===== src/hw/asf_pkg.sv =====
package asf_pkg;
  // special function register addresses
  localparam logic [7:0] ADDR_OPERATION_MODE = 8'hd1;
  localparam logic [7:0] ADDR_STATUS_FLAGS   = 8'hd8;

  // values after reset
  localparam logic [7:0] RST_OPERATION_MODE  = 8'h08;
  localparam logic [7:0] RST_STATUS_FLAGS    = 8'h00;

  // status register field positions
  localparam int BIT_PRIMARY_READY   = 7;
  localparam int BIT_AUX_READY       = 6;
  localparam int BIT_CAL_DONE        = 5;
  localparam int BIT_MISSING_REF     = 4;
  localparam int BIT_PRIMARY_ERROR   = 3;
  localparam int BIT_AUX_ERROR       = 2;

  // mode register field positions
  localparam int BIT_PRIMARY_ENABLE  = 5;
  localparam int BIT_AUX_ENABLE      = 4;
  localparam int MODE_SEL_LSB        = 0;
  localparam int MODE_SEL_W          = 3;

  // converter mode select encodings
  localparam logic [2:0] MODE_POWER_DOWN = 3'h0;
  localparam logic [2:0] MODE_CAL_FIRST  = 3'h4;

  // bit address of status bit 0 (bit-addressable register)
  localparam logic [7:0] BITADDR_STATUS_BASE = 8'hd8;
endpackage


===== src/hw/asf_flag_cell.sv =====
`timescale 1ns/1ns
// one sticky status flag: hardware set wins over any clear
module asf_flag_cell
(
  // clock and reset
  input  wire logic mclk_i,
  input  wire logic rstn_i,
  // update sources
  input  wire logic hw_set_i,
  input  wire logic ind_clr_i,
  input  wire logic sw_we_i,
  input  wire logic sw_val_i,
  // flag
  output logic      flag_o
);
  logic flag_r;
  logic flag_nxt;

  // priority: hardware set, indirect clear, software write
  always_comb
  begin
    flag_nxt = flag_r;
    if (hw_set_i)
      flag_nxt = 1'b1;
    else if (ind_clr_i)
      flag_nxt = 1'b0;
    else if (sw_we_i)
      flag_nxt = sw_val_i;
  end

  always_ff @(posedge mclk_i)
  begin
    if (!rstn_i)
      flag_r <= 1'b0;
    else
      flag_r <= flag_nxt;
  end

  assign flag_o = flag_r;
endmodule // asf_flag_cell


===== src/hw/asf_status_flags.sv =====
`timescale 1ns/1ns
// Contract
// - primary ready, bit 7, is set when the primary converter ends a conversion or calibration.
// - primary ready is cleared by software or by a mode write that starts a calibration.
// - while the primary ready flag is set, primary results and coefficients are not updated.
// - bit 6, auxiliary ready, acts like the primary ready flag for the auxiliary converter.
// - the calibration-done flag, bit 5, is set when a calibration completes.
// - calibration-done is cleared by a mode write launching a conversion or calibration.
// - an auxiliary calibration with the temperature sensor selected never completes.
// - while a converter is active, bit 4 flags a missing or low primary reference, else clear.
// - a missing reference forces results to all ones; only the primary pair is watched.
// - primary error, bit 3, is set when the stored primary result is all zeros or all ones.
// - after a calibration, primary error also flags a failure that blocked the coefficients.
// - the primary error flag is cleared by a mode write launching a conversion or calibration.
// - bit 2, auxiliary error, acts like the primary error flag for the auxiliary converter.
module asf_status_flags
#(
  parameter int RES_W = 24
)
(
  // clock and reset
  input  wire logic             mclk_i,
  input  wire logic             rstn_i,
  // special function register port
  input  wire logic [7:0]       sfr_addr_i,
  input  wire logic             sfr_wr_i,
  input  wire logic [7:0]       sfr_wdata_i,
  input  wire logic             sfr_rd_i,
  output logic      [7:0]       sfr_rdata_o,
  // bit-addressed access
  input  wire logic [7:0]       bit_addr_i,
  input  wire logic             bit_wr_i,
  input  wire logic             bit_val_i,
  // primary converter events
  input  wire logic             pri_conv_done_i,
  input  wire logic             pri_cal_done_i,
  input  wire logic             pri_cal_fail_i,
  input  wire logic [RES_W-1:0] pri_raw_i,
  // auxiliary converter events
  input  wire logic             aux_conv_done_i,
  input  wire logic             aux_cal_done_i,
  input  wire logic             aux_cal_fail_i,
  input  wire logic             aux_temp_sel_i,
  input  wire logic [RES_W-1:0] aux_raw_i,
  // primary reference pair monitor
  input  wire logic             primary_reference_pair_bad_i,
  // results and coefficient write strobes
  output logic      [RES_W-1:0] pri_result_o,
  output logic      [RES_W-1:0] aux_result_o,
  output logic                  pri_coef_we_o,
  output logic                  aux_coef_we_o,
  // mode outputs
  output logic                  primary_converter_enable_o,
  output logic                  aux_converter_enable_o,
  output logic      [2:0]       converter_mode_select_o
);
  // elaboration check: saturation needs distinct all-zero and all-one codes
  if (RES_W < 2)
  begin : g_bad_res_w
    $error("asf_status_flags: RES_W must be at least 2");
  end

  // register state
  logic [7:0]       mode_r;
  logic [7:0]       mode_nxt;
  logic [7:0]       rdata_r;
  logic [7:0]       rdata_nxt;
  logic             missing_ref_r;
  logic             missing_ref_nxt;
  logic [RES_W-1:0] pri_res_r;
  logic [RES_W-1:0] pri_res_nxt;
  logic [RES_W-1:0] aux_res_r;
  logic [RES_W-1:0] aux_res_nxt;
  logic             pri_coef_we_r;
  logic             pri_coef_we_nxt;
  logic             aux_coef_we_r;
  logic             aux_coef_we_nxt;

  // decoded strobes
  logic             mode_wr;
  logic             stat_wr;
  logic [2:0]       new_mode;
  logic             launch;
  logic             cal_launch;
  logic             bit_hit;
  logic [2:0]       bit_idx;
  logic             conv_active;

  // flag outputs
  logic             primary_ready_flag;
  logic             aux_ready_flag;
  logic             cal_done_flag;
  logic             primary_error_flag;
  logic             aux_error_flag;

  // converter event qualification
  logic             pri_take;
  logic             aux_take;
  logic             aux_cal_ok;
  logic [RES_W-1:0] pri_val;
  logic [RES_W-1:0] aux_val;
  logic             pri_sat;
  logic             aux_sat;
  logic             pri_err_set;
  logic             aux_err_set;

  // per-bit software write enables and values
  logic [7:0]       sw_we;
  logic [7:0]       sw_val;

  // register decode
  always_comb
  begin
    mode_wr    = sfr_wr_i && (sfr_addr_i == asf_pkg::ADDR_OPERATION_MODE);
    stat_wr    = sfr_wr_i && (sfr_addr_i == asf_pkg::ADDR_STATUS_FLAGS);
    new_mode   = sfr_wdata_i[asf_pkg::MODE_SEL_LSB +: asf_pkg::MODE_SEL_W];
    // any non power-down mode write launches a conversion or calibration
    launch     = mode_wr && (new_mode != asf_pkg::MODE_POWER_DOWN);
    cal_launch = mode_wr && (new_mode >= asf_pkg::MODE_CAL_FIRST);
    bit_hit    = bit_wr_i && (bit_addr_i[7:3] == asf_pkg::BITADDR_STATUS_BASE[7:3]);
    bit_idx    = bit_addr_i[2:0];
    conv_active = mode_r[asf_pkg::BIT_PRIMARY_ENABLE] || mode_r[asf_pkg::BIT_AUX_ENABLE];
  end

  // byte write enables every bit, though only the ready flags take it; bit write only the addressed one
  always_comb
  begin
    sw_we  = 8'h00;
    sw_val = sfr_wdata_i;
    if (stat_wr)
      sw_we = 8'hff;
    else if (bit_hit)
    begin
      sw_we[bit_idx]  = 1'b1;
      sw_val[bit_idx] = bit_val_i;
    end
  end

  // result path: held while the ready flag is up, forced high without a reference
  always_comb
  begin
    pri_take    = pri_conv_done_i && !primary_ready_flag;
    aux_take    = aux_conv_done_i && !aux_ready_flag;
    aux_cal_ok  = aux_cal_done_i && !aux_temp_sel_i;
    pri_val     = missing_ref_r ? {RES_W{1'b1}} : pri_raw_i;
    aux_val     = missing_ref_r ? {RES_W{1'b1}} : aux_raw_i;
    pri_sat     = (pri_val == {RES_W{1'b0}}) || (pri_val == {RES_W{1'b1}});
    aux_sat     = (aux_val == {RES_W{1'b0}}) || (aux_val == {RES_W{1'b1}});
    pri_err_set = (pri_take && pri_sat)
                  || (pri_cal_done_i && pri_cal_fail_i && !primary_ready_flag);
    aux_err_set = (aux_take && aux_sat)
                  || (aux_cal_ok && aux_cal_fail_i && !aux_ready_flag);
    pri_res_nxt = pri_take ? pri_val : pri_res_r;
    aux_res_nxt = aux_take ? aux_val : aux_res_r;
    // coefficients only land when the flag is clear and nothing went wrong
    pri_coef_we_nxt = pri_cal_done_i && !pri_cal_fail_i && !primary_ready_flag;
    aux_coef_we_nxt = aux_cal_ok && !aux_cal_fail_i && !aux_ready_flag;
  end

  // mode register, reference level and read data
  always_comb
  begin
    mode_nxt = mode_r;
    if (mode_wr)
      mode_nxt = sfr_wdata_i;
    // level flag, only meaningful while a converter runs
    missing_ref_nxt = conv_active && primary_reference_pair_bad_i;
    rdata_nxt = rdata_r;
    if (sfr_rd_i)
    begin
      case (sfr_addr_i)
        asf_pkg::ADDR_OPERATION_MODE: rdata_nxt = mode_r;
        asf_pkg::ADDR_STATUS_FLAGS:   rdata_nxt = {primary_ready_flag, aux_ready_flag,
                                                   cal_done_flag, missing_ref_r,
                                                   primary_error_flag, aux_error_flag,
                                                   2'h0};
        default:                      rdata_nxt = 8'h00;
      endcase
    end
  end

  always_ff @(posedge mclk_i)
  begin
    if (!rstn_i)
    begin
      mode_r        <= asf_pkg::RST_OPERATION_MODE;
      rdata_r       <= 8'h00;
      missing_ref_r <= asf_pkg::RST_STATUS_FLAGS[asf_pkg::BIT_MISSING_REF];
      pri_res_r     <= {RES_W{1'b0}};
      aux_res_r     <= {RES_W{1'b0}};
      pri_coef_we_r <= 1'b0;
      aux_coef_we_r <= 1'b0;
    end
    else
    begin
      mode_r        <= mode_nxt;
      rdata_r       <= rdata_nxt;
      missing_ref_r <= missing_ref_nxt;
      pri_res_r     <= pri_res_nxt;
      aux_res_r     <= aux_res_nxt;
      pri_coef_we_r <= pri_coef_we_nxt;
      aux_coef_we_r <= aux_coef_we_nxt;
    end
  end

  // sticky flags
  asf_flag_cell u_primary_ready
  (
    .mclk_i    (mclk_i),
    .rstn_i    (rstn_i),
    .hw_set_i  (pri_conv_done_i || pri_cal_done_i),
    .ind_clr_i (cal_launch),
    .sw_we_i   (sw_we[asf_pkg::BIT_PRIMARY_READY]),
    .sw_val_i  (sw_val[asf_pkg::BIT_PRIMARY_READY]),
    .flag_o    (primary_ready_flag)
  );

  asf_flag_cell u_aux_ready
  (
    .mclk_i    (mclk_i),
    .rstn_i    (rstn_i),
    .hw_set_i  (aux_conv_done_i || aux_cal_ok),
    .ind_clr_i (cal_launch),
    .sw_we_i   (sw_we[asf_pkg::BIT_AUX_READY]),
    .sw_val_i  (sw_val[asf_pkg::BIT_AUX_READY]),
    .flag_o    (aux_ready_flag)
  );

  // calibration flag is hardware-set only: software byte writes do not touch it
  asf_flag_cell u_cal_done
  (
    .mclk_i    (mclk_i),
    .rstn_i    (rstn_i),
    .hw_set_i  (pri_cal_done_i || aux_cal_ok),
    .ind_clr_i (launch),
    .sw_we_i   (1'b0),
    .sw_val_i  (1'b0),
    .flag_o    (cal_done_flag)
  );

  asf_flag_cell u_primary_error
  (
    .mclk_i    (mclk_i),
    .rstn_i    (rstn_i),
    .hw_set_i  (pri_err_set),
    .ind_clr_i (launch),
    .sw_we_i   (1'b0),
    .sw_val_i  (1'b0),
    .flag_o    (primary_error_flag)
  );

  asf_flag_cell u_aux_error
  (
    .mclk_i    (mclk_i),
    .rstn_i    (rstn_i),
    .hw_set_i  (aux_err_set),
    .ind_clr_i (launch),
    .sw_we_i   (1'b0),
    .sw_val_i  (1'b0),
    .flag_o    (aux_error_flag)
  );

  // outputs, all from flops
  assign sfr_rdata_o                = rdata_r;
  assign pri_result_o               = pri_res_r;
  assign aux_result_o               = aux_res_r;
  assign pri_coef_we_o              = pri_coef_we_r;
  assign aux_coef_we_o              = aux_coef_we_r;
  assign primary_converter_enable_o = mode_r[asf_pkg::BIT_PRIMARY_ENABLE];
  assign aux_converter_enable_o     = mode_r[asf_pkg::BIT_AUX_ENABLE];
  assign converter_mode_select_o    = mode_r[asf_pkg::MODE_SEL_LSB +: asf_pkg::MODE_SEL_W];
endmodule // asf_status_flags


===== config.mk =====
export PLATFORM = sky130hd
export DESIGN_NAME = asf_status_flags
export DESIGN_NICKNAME = d
export VERILOG_FILES = /design/src/hw/asf_pkg.sv /design/src/hw/asf_flag_cell.sv /design/src/hw/asf_status_flags.sv
export SDC_FILE = /design/constraint.sdc
export NUM_CORES = 1
export LEC_CHECK = 0
export ABC_AREA = 1
export ABC_CLOCK_PERIOD_IN_PS = 1670
export BUFFER_PORTS_ARGS = -buffer_cell sky130_fd_sc_hd__buf_2
export CAP_MARGIN = 10
export CORE_MARGIN = 5
export CORE_UTILIZATION = 47
export CTS_CLUSTER_SIZE = 28
export DETAILED_ROUTE_END_ITERATION = 10
export MAX_ROUTING_LAYER = met4
export PLACE_DENSITY = 0.8
export SLEW_MARGIN = 20
export SYNTH_ARGS = -nofsm -noshare
export SYNTH_HDL_FRONTEND = slang
export SYNTH_SLANG_ARGS = --single-unit

===== constraint.sdc =====
create_clock -name mclk_i -period 1.67 [get_ports mclk_i]
set_input_delay 0.2505 -clock mclk_i [delete_from_list [all_inputs] [get_ports mclk_i]]
set_output_delay 0.2505 -clock mclk_i [all_outputs]
set_load 0.02 [all_outputs]

Yosys cells after proc, flatten, opt, wreduce, memory -nomap -nowiden
Cells that the tools add are included.
W data, S select, Z words.

operators by class
  bitwise operators = 0
  add/subtract/negate cells = 0
  multiply operators = 0
  reduce and logical (&&, ||, !) cells = 41
  div/mod/pow operators = 0
  muxes and demuxes = 20
  order comparisons = 3
  shift-type cells = 0
  eq/ne operators = 5

operators with widths
  cell                    count
  $eq A24 B24 Y1 const B  2
  $logic_not A24 Y1       2
  $mux W24                2
  $mux W8                 4
  $logic_and A1 B1 Y1     20
  $eq A8 B8 Y1 const B    2
  $pmux W8 S2             1
  $mux W1                 11
  $reduce_bool A3 Y1      3
  $bwmux W8               1
  $logic_or A1 B1 Y1      8
  $reduce_bool A2 Y1      3
  $eq A5 B5 Y1 const B    1
  $logic_not A1 Y1        5
  $lt A3 B4 Y1 const B    1
  $demux W1 S3            1
  $ge A3 B1 Y1 const B    1
  $ge A3 B3 Y1 const B    1

storage, ports and cells
  input port bits = 86
  output and inout bits = 63
  memories kept = 0
  bits in latches = 0
  RAM bits = 0
  word-level logic and storage cells = 81
  register bits = 72
  bits in read-only memories = 0

Logic depth before layout (Yosys ltp)
Gate-level depths: netlist of the first run.

  depth after elaboration = 10
  depth in mapped cells = 10
  gate-level depth less buffers = 8

Cells and area by module
Synthesis of the first run repeated with hierarchy kept, for this count alone.

unflattened totals
  cell total of the unflattened synthesis = 518
  area total of the unflattened synthesis = 3455.8 um2

by module, submodules not included
  module            instances  cells each  area an instance (um2)  seq. area each (um2)
  asf_status_flags  1          463         3111.7                  1341.3
  asf_flag_cell     5          11          68.8                    20.0

Worst setup path after synthesis of the first run
OpenSTA, ideal clock, no wires.

  path type = input to register
  start = input sfr_addr_i[1]
  end = register u_aux_ready.flag_r (netlist: u_aux_ready.flag_o)
  data arrival time = 1042 ps
  library setup time = 126 ps
  stages = 7
  data required time = 1544 ps
  buffers on the path = 0
  slack = 503 ps
  path through = or2_1 nor2_2 nand2_2 nor2_8 nand2_1 nand3_1 a21oi_1

between the ends
  word-level cells in the longest chain between the ends = 6
  elaborated cells between the ends (all ways) = 11
  those cells by class = 2 x eq/ne; 5 x mux; 4 x reduce/logical

ends and longest elaborated chain
  what                  line                     source
  from (decl)           asf_status_flags.sv:25   input wire logic [7:0] sfr_addr_i,
  $eq A8 B8 Y1          asf_status_flags.sv:115  stat_wr = sfr_wr_i && (sfr_addr_i == asf_pkg::ADDR_STATUS_FLAGS);
  $logic_and A1 B1 Y1   asf_status_flags.sv:115
  $mux W8               asf_status_flags.sv:130  if (stat_wr)
  $mux W1               asf_flag_cell.sv:27      else if (sw_we_i)
  $mux W1               asf_flag_cell.sv:25      else if (ind_clr_i)
  $mux W1               asf_flag_cell.sv:23      if (hw_set_i)
  to (signal assigned)  asf_flag_cell.sv:36      flag_r <= flag_nxt;
  to (decl)             asf_flag_cell.sv:16      logic flag_r;

Several ways; a longest one is shown, not always the timed one. The select of a mux whose other input is x is not followed.
A chain may end at the register's enable or synchronous reset.

Final worst setup path of the first run
  start = register missing_ref_r
  end = register u_primary_error.flag_r (netlist: u_primary_error.flag_o)

between the ends
  word-level cells in the longest chain between the ends = 6
  elaborated cells between the ends (all ways) = 8
  those cells by class = 1 x eq/ne; 2 x mux; 5 x reduce/logical

ends and longest elaborated chain
  what                                                 line                     source
  from (decl)                                          asf_status_flags.sv:68   logic missing_ref_r;
  from (signal assigned)                               asf_status_flags.sv:188  missing_ref_r <= asf_pkg::RST_STATUS_FLAGS[asf_pkg::BIT_MISSING_REF];
  from (signal assigned)                               asf_status_flags.sv:198  missing_ref_r <= missing_ref_nxt;
  $mux W24 *                                           asf_status_flags.sv:145  pri_val = missing_ref_r ? {RES_W{1'b1}} : pri_raw_i;
  $eq A24 B24 Y1 or $logic_not A24 Y1 (tied branches)  asf_status_flags.sv:147  pri_sat = (pri_val == {RES_W{1'b0}}) || (pri_val == {RES_W{1'b1}});
  $logic_or A1 B1 Y1 *                                 asf_status_flags.sv:147
  $logic_and A1 B1 Y1 *                                asf_status_flags.sv:149  pri_err_set = (pri_take && pri_sat)
  $logic_or A1 B1 Y1 *                                 asf_status_flags.sv:150  || (pri_cal_done_i && pri_cal_fail_i && !primary_ready_flag);
  $mux W1 or $reduce_bool A2 Y1 (tied branches)        -
  to (signal assigned)                                 asf_flag_cell.sv:36
  to (decl)                                            asf_flag_cell.sv:16

Every way passes the cells marked *; elsewhere a longest branch is shown, timed or not.

==> results of run 1 <==
Yosys cell counts (all sizes together):
library cell / number / area share, %
a31oi: 9 / 1.7
nor3b: 2 / 0.46
nor3: 5 / 0.77
and2: 1 / 0.19
o211ai: 6 / 1.4
a22oi: 2 / 0.46
nor4: 2 / 0.39
dfxtp: 72 / 44
clkbuf: 14 / 1.6
nand4: 7 / 1.3
or2: 1 / 0.19
a21oi: 53 / 8.4
nor2: 102 / 13
inv: 34 / 3.9
nand3: 19 / 2.9
o21ai: 60 / 9.3
buf: 15 / 3.8
nand2: 51 / 6.0
kinds of logic (layout without fill, tap and decap cells):
kind of cell / count (synthesis) / count (layout) / synth area share (%)
simple gates: 190 / 190 / 25.02
compound gates: 130 / 130 / 21.24
flops: 72 / 72 / 44.41
buf+inv: 63 / 207 / 9.329
other cells: 0 / 1 / 0
where the power goes:
group	total [W]	internal (W)	switching [W]	leakage, nW
logic	0.000660	0.000247	0.000413	1.41
clock network	0.00136	0.000692	0.000664	0.103
registers	0.00189	0.00183	0.0000593	0.594
layer usage:
layer	GRT usage (%)	vias up	routed length (um)
met3	5.390	14	708
met1	25.87	1611	4027
met5	-	-	0
met4	7.692	0	135
li1	-	1794	-
met2	36.17	149	4380
placed cells by master (no fill, tap or decap), drive strengths merged:
cell | netlist | final
inv | 34 | 34
clkinvlp | 0 | 1
dfxtp | 72 | 72
clkbuf | 14 | 10
nor2 | 102 | 102
nor4 | 2 | 2
clkinv | 0 | 5
diode | 0 | 1
nor3b | 2 | 2
and2 | 1 | 1
nand2 | 51 | 51
a21oi | 53 | 53
nand4 | 7 | 7
nand3 | 19 | 19
a31oi | 9 | 9
o21ai | 60 | 60
a22oi | 2 | 2
buf | 15 | 156
or2 | 1 | 1
bufinv | 0 | 1
nor3 | 5 | 5
o211ai | 6 | 6
state kept, by name (all words and copies together) (netlist names):
name,flops
aux_coef_we_o,1
aux_result_o,24
missing_ref_r,1
mode_r,8
pri_coef_we_o,1
pri_result_o,24
sfr_rdata_o,8
u_aux_error.flag_o,1
u_aux_ready.flag_o,1
u_cal_done.flag_o,1
u_primary_error.flag_o,1
u_primary_ready.flag_o,1
worst paths after layout:
path              slack (ps)  depth (start not counted)                     end           start
setup / recovery         240                          9  u_primary_error.flag_o   missing_ref_r
hold / removal           100                          2           aux_coef_we_o  aux_cal_fail_i
setup reg to reg         240                          9  u_primary_error.flag_o   missing_ref_r
hold reg to reg          480                          2               mode_r[3]       mode_r[3]
per-stage QoR:
step | cells | utilization (%) | area (um2) | setup slack, ps
finish | 680 | 62.46 | 4220 | 240.7
global route | 680 | 62.46 | 4220 | 28.17
CTS | 675 | 61.96 | 4187 | 199.3
detailed placement | 659 | 59.07 | 3991 | 231.2
global placement | 659 | 59.07 | 3991 | 274.3
floorplan | 455 | - | 3246 | 502.5
final cells by class:
cell class	instances	area, um2	share of cell area [%]
diodes	1	2.502	0.05929
repair buffers	157	843.3	19.98
clock inverters	7	71.32	1.690
multi-input cells	320	1506	35.70
flip-flops and latches	72	1441	34.15
inverters	34	131.4	3.113
well taps	80	100.1	2.372
clock buffers	9	123.9	2.935
what timing repair did:
| item | 4_1_cts | 5_1_grt |
|---|---|---|
| endpoints found under the setup margin | 0 | 1 |
| buffers inserted | 0 | 4 |
| resized for setup | 0 | 1 |
| endpoints found under the hold margin | 0 | 0 |
==> results.cfg, run 1 <==
[status]
status = finished, final reports clean

[flow_run]
cap_violations = 0

[sta]
clock.fmax_mhz = 699.6
tns_ps = 0
skew_ps = 7.870
setup_viol = 0
worst_pin_slew_ps = 397.4
period_needed_ps = 1429
fin_crit_sh_pct = 85.59
hold_violations = 0
slew_headroom_pct = 73.50
drv_slew = 0
whs_ps = 96.38
rsz0062_at_grt = false

[detailed_routing]
drt-initial-drc-count = 164
first_pass_iters = 5
ant_nets = 0
dr_total_vias = 3568
wl_mm = 9.252
wl_per_cell_um = 13.61
route.detailed.drc = 0
vias_per_cell = 5.247

[global_routing]
antenna_found_initial = 1
groute.usage.overall_pct = 21.82
grt_pass1_vias = 3516
grt_pass1_wl_mm = 15.19
grt-ovfl-total = 0
grt_max_degree = 50

[cts]
cts-buffers-inserted = 9
root_buffer = clkbuf_8
clock-sinks = 72
cts_tree = yes
cts-htree-levels = 3
clk_pin_slew_worst_paths_ps = 70
cts_hold_buf = 0
clock_path_buffers = 2
clk-insertion-delay-late_ps = 340

[yosys]
yosysWarnings = 0
syn_area_per_cell_um2 = 7.133
ys_ff_latch = 72
netlist_instances = 455
syn-num-nets = 541
ys_types = 27
synth_area_mm2 = 0.003246
ys_seq_area_share_pct = 44.41

[power]
power_w = 0.003904
ir_drop_mv = 0.6420
leakage_nw = 2.105
powerDensity_mw_per_mm2 = 924.9

[floorplan]
die_area_mm2 = 0.008668
core_mm2 = 0.006756
boundaryPins = 149
placementRows = 30
die_w_um = 93.10
die_y_um = 93.10
start_util_pct = 48.04

[finish]
n_fill_cell = 613
area_growth_pct = 30.03
drive_gt1_share_pct = 31.39
nNetsFinal = 680

[critical_path]
cp_data_arrival_time_ps = 1700
end_kind = register
crit_family = buffers and inverters
required_ps = 1940
cp-start-kind = register
critPathMostFrequentCell = nand2_1
cp_slowest_cell = dfxtp_1
worstPathCellList = buf_12, clkinvlp_4, o21ai_0, nand2_1, nor2_1, nand3_1, nand2_1, nand2_1, a21oi_2
crit_buf_inv = 2
cp_max_fo = 42
worstSetupPathType = register to register
critPathMaxStageDelay_ps = 360

[min_path]
hold_path.class = input port to register

[placement]
io_buffers = 148
gp_congestion = 0.9152
place_hpwl_mm = 6.931
(Power assumes the default switching activity.)
==> run 2: changes to the inputs <==
CORE_MARGIN = not set   (was 5)
CORE_UTILIZATION = 48   (was 47)
CTS_BUF_LIST = sky130_fd_sc_hd__clkbuf_8   (was not set)
PLACE_DENSITY = 0.82   (was 0.8)
==> run 2 against run 1 <==
The run now ends with DRC left. Cell count fell by 0.88%. Global-route usage increased by 4.5 points. Clock skew up 3.8 ps. Via count did not move. Count of clock-buffer cells in the layout up 2. Flip-flop and latch count did not move. Maximum frequency increased by 4.4%. Sequential share of layout area rose by 0.21 points. Clock power up 4%. Largest cell class unchanged. Largest power group unchanged.
==> results.cfg, run 2 (same netlist as run 1, synthesis figures left out) <==
[status]
status = finished with violations
violations = DRC

[power]
ir_drop_mv = 0.5713
power_w = 0.003961
leakage_nw = 2.099
powerDensity_mw_per_mm2 = 943.5

[floorplan]
die_y_um = 84.23
core_mm2 = 0.006422
die_w_um = 84.23
start_util_pct = 50.54
die_area_mm2 = 0.007095
boundaryPins = 149
placementRows = 29

[sta]
setup_viol = 0
drv_slew = 0
fin_crit_sh_pct = 81.96
clock.fmax_mhz = 730.6
slew_headroom_pct = 73.01
period_needed_ps = 1369
skew_ps = 11.71
worst_pin_slew_ps = 404.8
setup_ws_ps = 301.2
rsz0062_at_grt = false
hold_violations = 0
tns_ps = 0

[critical_path]
end_kind = register
worstSetupStartpoint = missing_ref_r
worstSetupPathType = register to register
timing.rr.end = u_primary_error.flag_o
ff2ff_setup_slack_ps = 300
cp_data_arrival_time_ps = 1660
critPathCapture = u_primary_error.flag_o
cp-start-kind = register
required_ps = 1960
r2r_start = missing_ref_r
cp_max_fo = 26
r2r_cells = 9

[cts]
cts_tree = yes
clk-insertion-delay-late_ps = 350
cts-buffers-inserted = 9
clock-sinks = 72
clock_path_buffers = 2
cts-htree-levels = 3
root_buffer = clkbuf_8
clk_pin_slew_worst_paths_ps = 80

[finish]
nNetsFinal = 678
area_growth_pct = 29.34
final_cell_mix = buf_2, nor2_1, dfxtp_1
instances_no_fill = 674
multi_input_area_mm2 = 0.001506
antenna_cells = 0
n_fill_cell = 576
seq_area_mm2 = 0.001443
final_common_cell = buf_2
post-route-util_pct = 65.36
drive_gt1_share_pct = 30.99

[detailed_routing]
drt-initial-drc-count = 205
vias_per_cell = 5.294
wl_per_cell_um = 13.25
first_pass_iters = 8
route.detailed.drc = 20
ant_nets = 0
dr_total_vias = 3568
wl_mm = 8.930

[global_routing]
grt_max_degree = 50
groute.usage.overall_pct = 26.32
grt_pass1_vias = 3255
antenna_found_initial = 0
grt-ovfl-total = 0
grt_pass1_wl_mm = 14.48

[flow_run]
cap_violations = 0

[min_path]
hold_path.class = input port to register

[placement]
gp_congestion = 0.8808
pre_cts_ws_ps = 199.5
place_hpwl_mm = 6.634
numPlacedInstances = 658
io_buffers = 148
## run 2: cell type report
cell class,instances,area share [%]
clock buffer,11,3.607
sequential,72,34.37
inverter,34,3.040
multi-input combinational,320,35.89
tap,77,2.295
timing repair buffer,155,19.49
clock inverter,5,1.311
## run 2: routing by layer
metal  vias up  wire length (um)  track usage, %
met1      1594              3775           30.80
met5         -                 0               -
met2       176              4221           43.59
li1       1787                 -               -
met3        11               802           6.785
met4         0               129           9.718
## run 2: timing repair
item,in CTS,in global routing
hold buffers,0,0
setup endpoints to repair,0,1
buffers inserted,0,0
gates resized for setup,0,1
## run 2: power by group
part           switching [W]  internal [W]
clock               0.000643      0.000769
combinational       0.000416      0.000246
sequential         0.0000589       0.00183
## run 2: how the worst min path moves through the flow
| stage | start | end | slack (ps) | cells past startpoint |
|---|---|---|---|---|
| 6_report | aux_cal_fail_i | aux_coef_we_o | 100 | 2 |
| 5_1_grt | aux_cal_fail_i | aux_coef_we_o | 80 | 2 |
| 4_1_cts | aux_cal_fail_i | aux_coef_we_o | 80 | 2 |
| 3_5_place_dp | aux_cal_fail_i | aux_coef_we_o | 450 | 2 |
| 3_3_place_gp | aux_cal_fail_i | aux_coef_we_o | 440 | 2 |
| 2_1_floorplan | aux_cal_fail_i | aux_coef_we_o | 330 | 1 |
## run 2: through the flow
step           hold WS [ps]  instance area, um2
4_1_cts               81.85                4197
6_report              95.41                4198
3_5_place_dp          449.4                3990
5_1_grt               80.71                4198
2_1_floorplan         329.1                3246
3_3_place_gp          439.1                3990
## run 2: critical path: stages, from the launching register on
cell and delay [ps]:
dfxtp_2 430, buf_12 190, nor2_1 80, nor2_1 100
nand2_1 90, nor2_1 110, nand3_1 70, nand2_1 60
nand2_1 60, a21oi_2 100
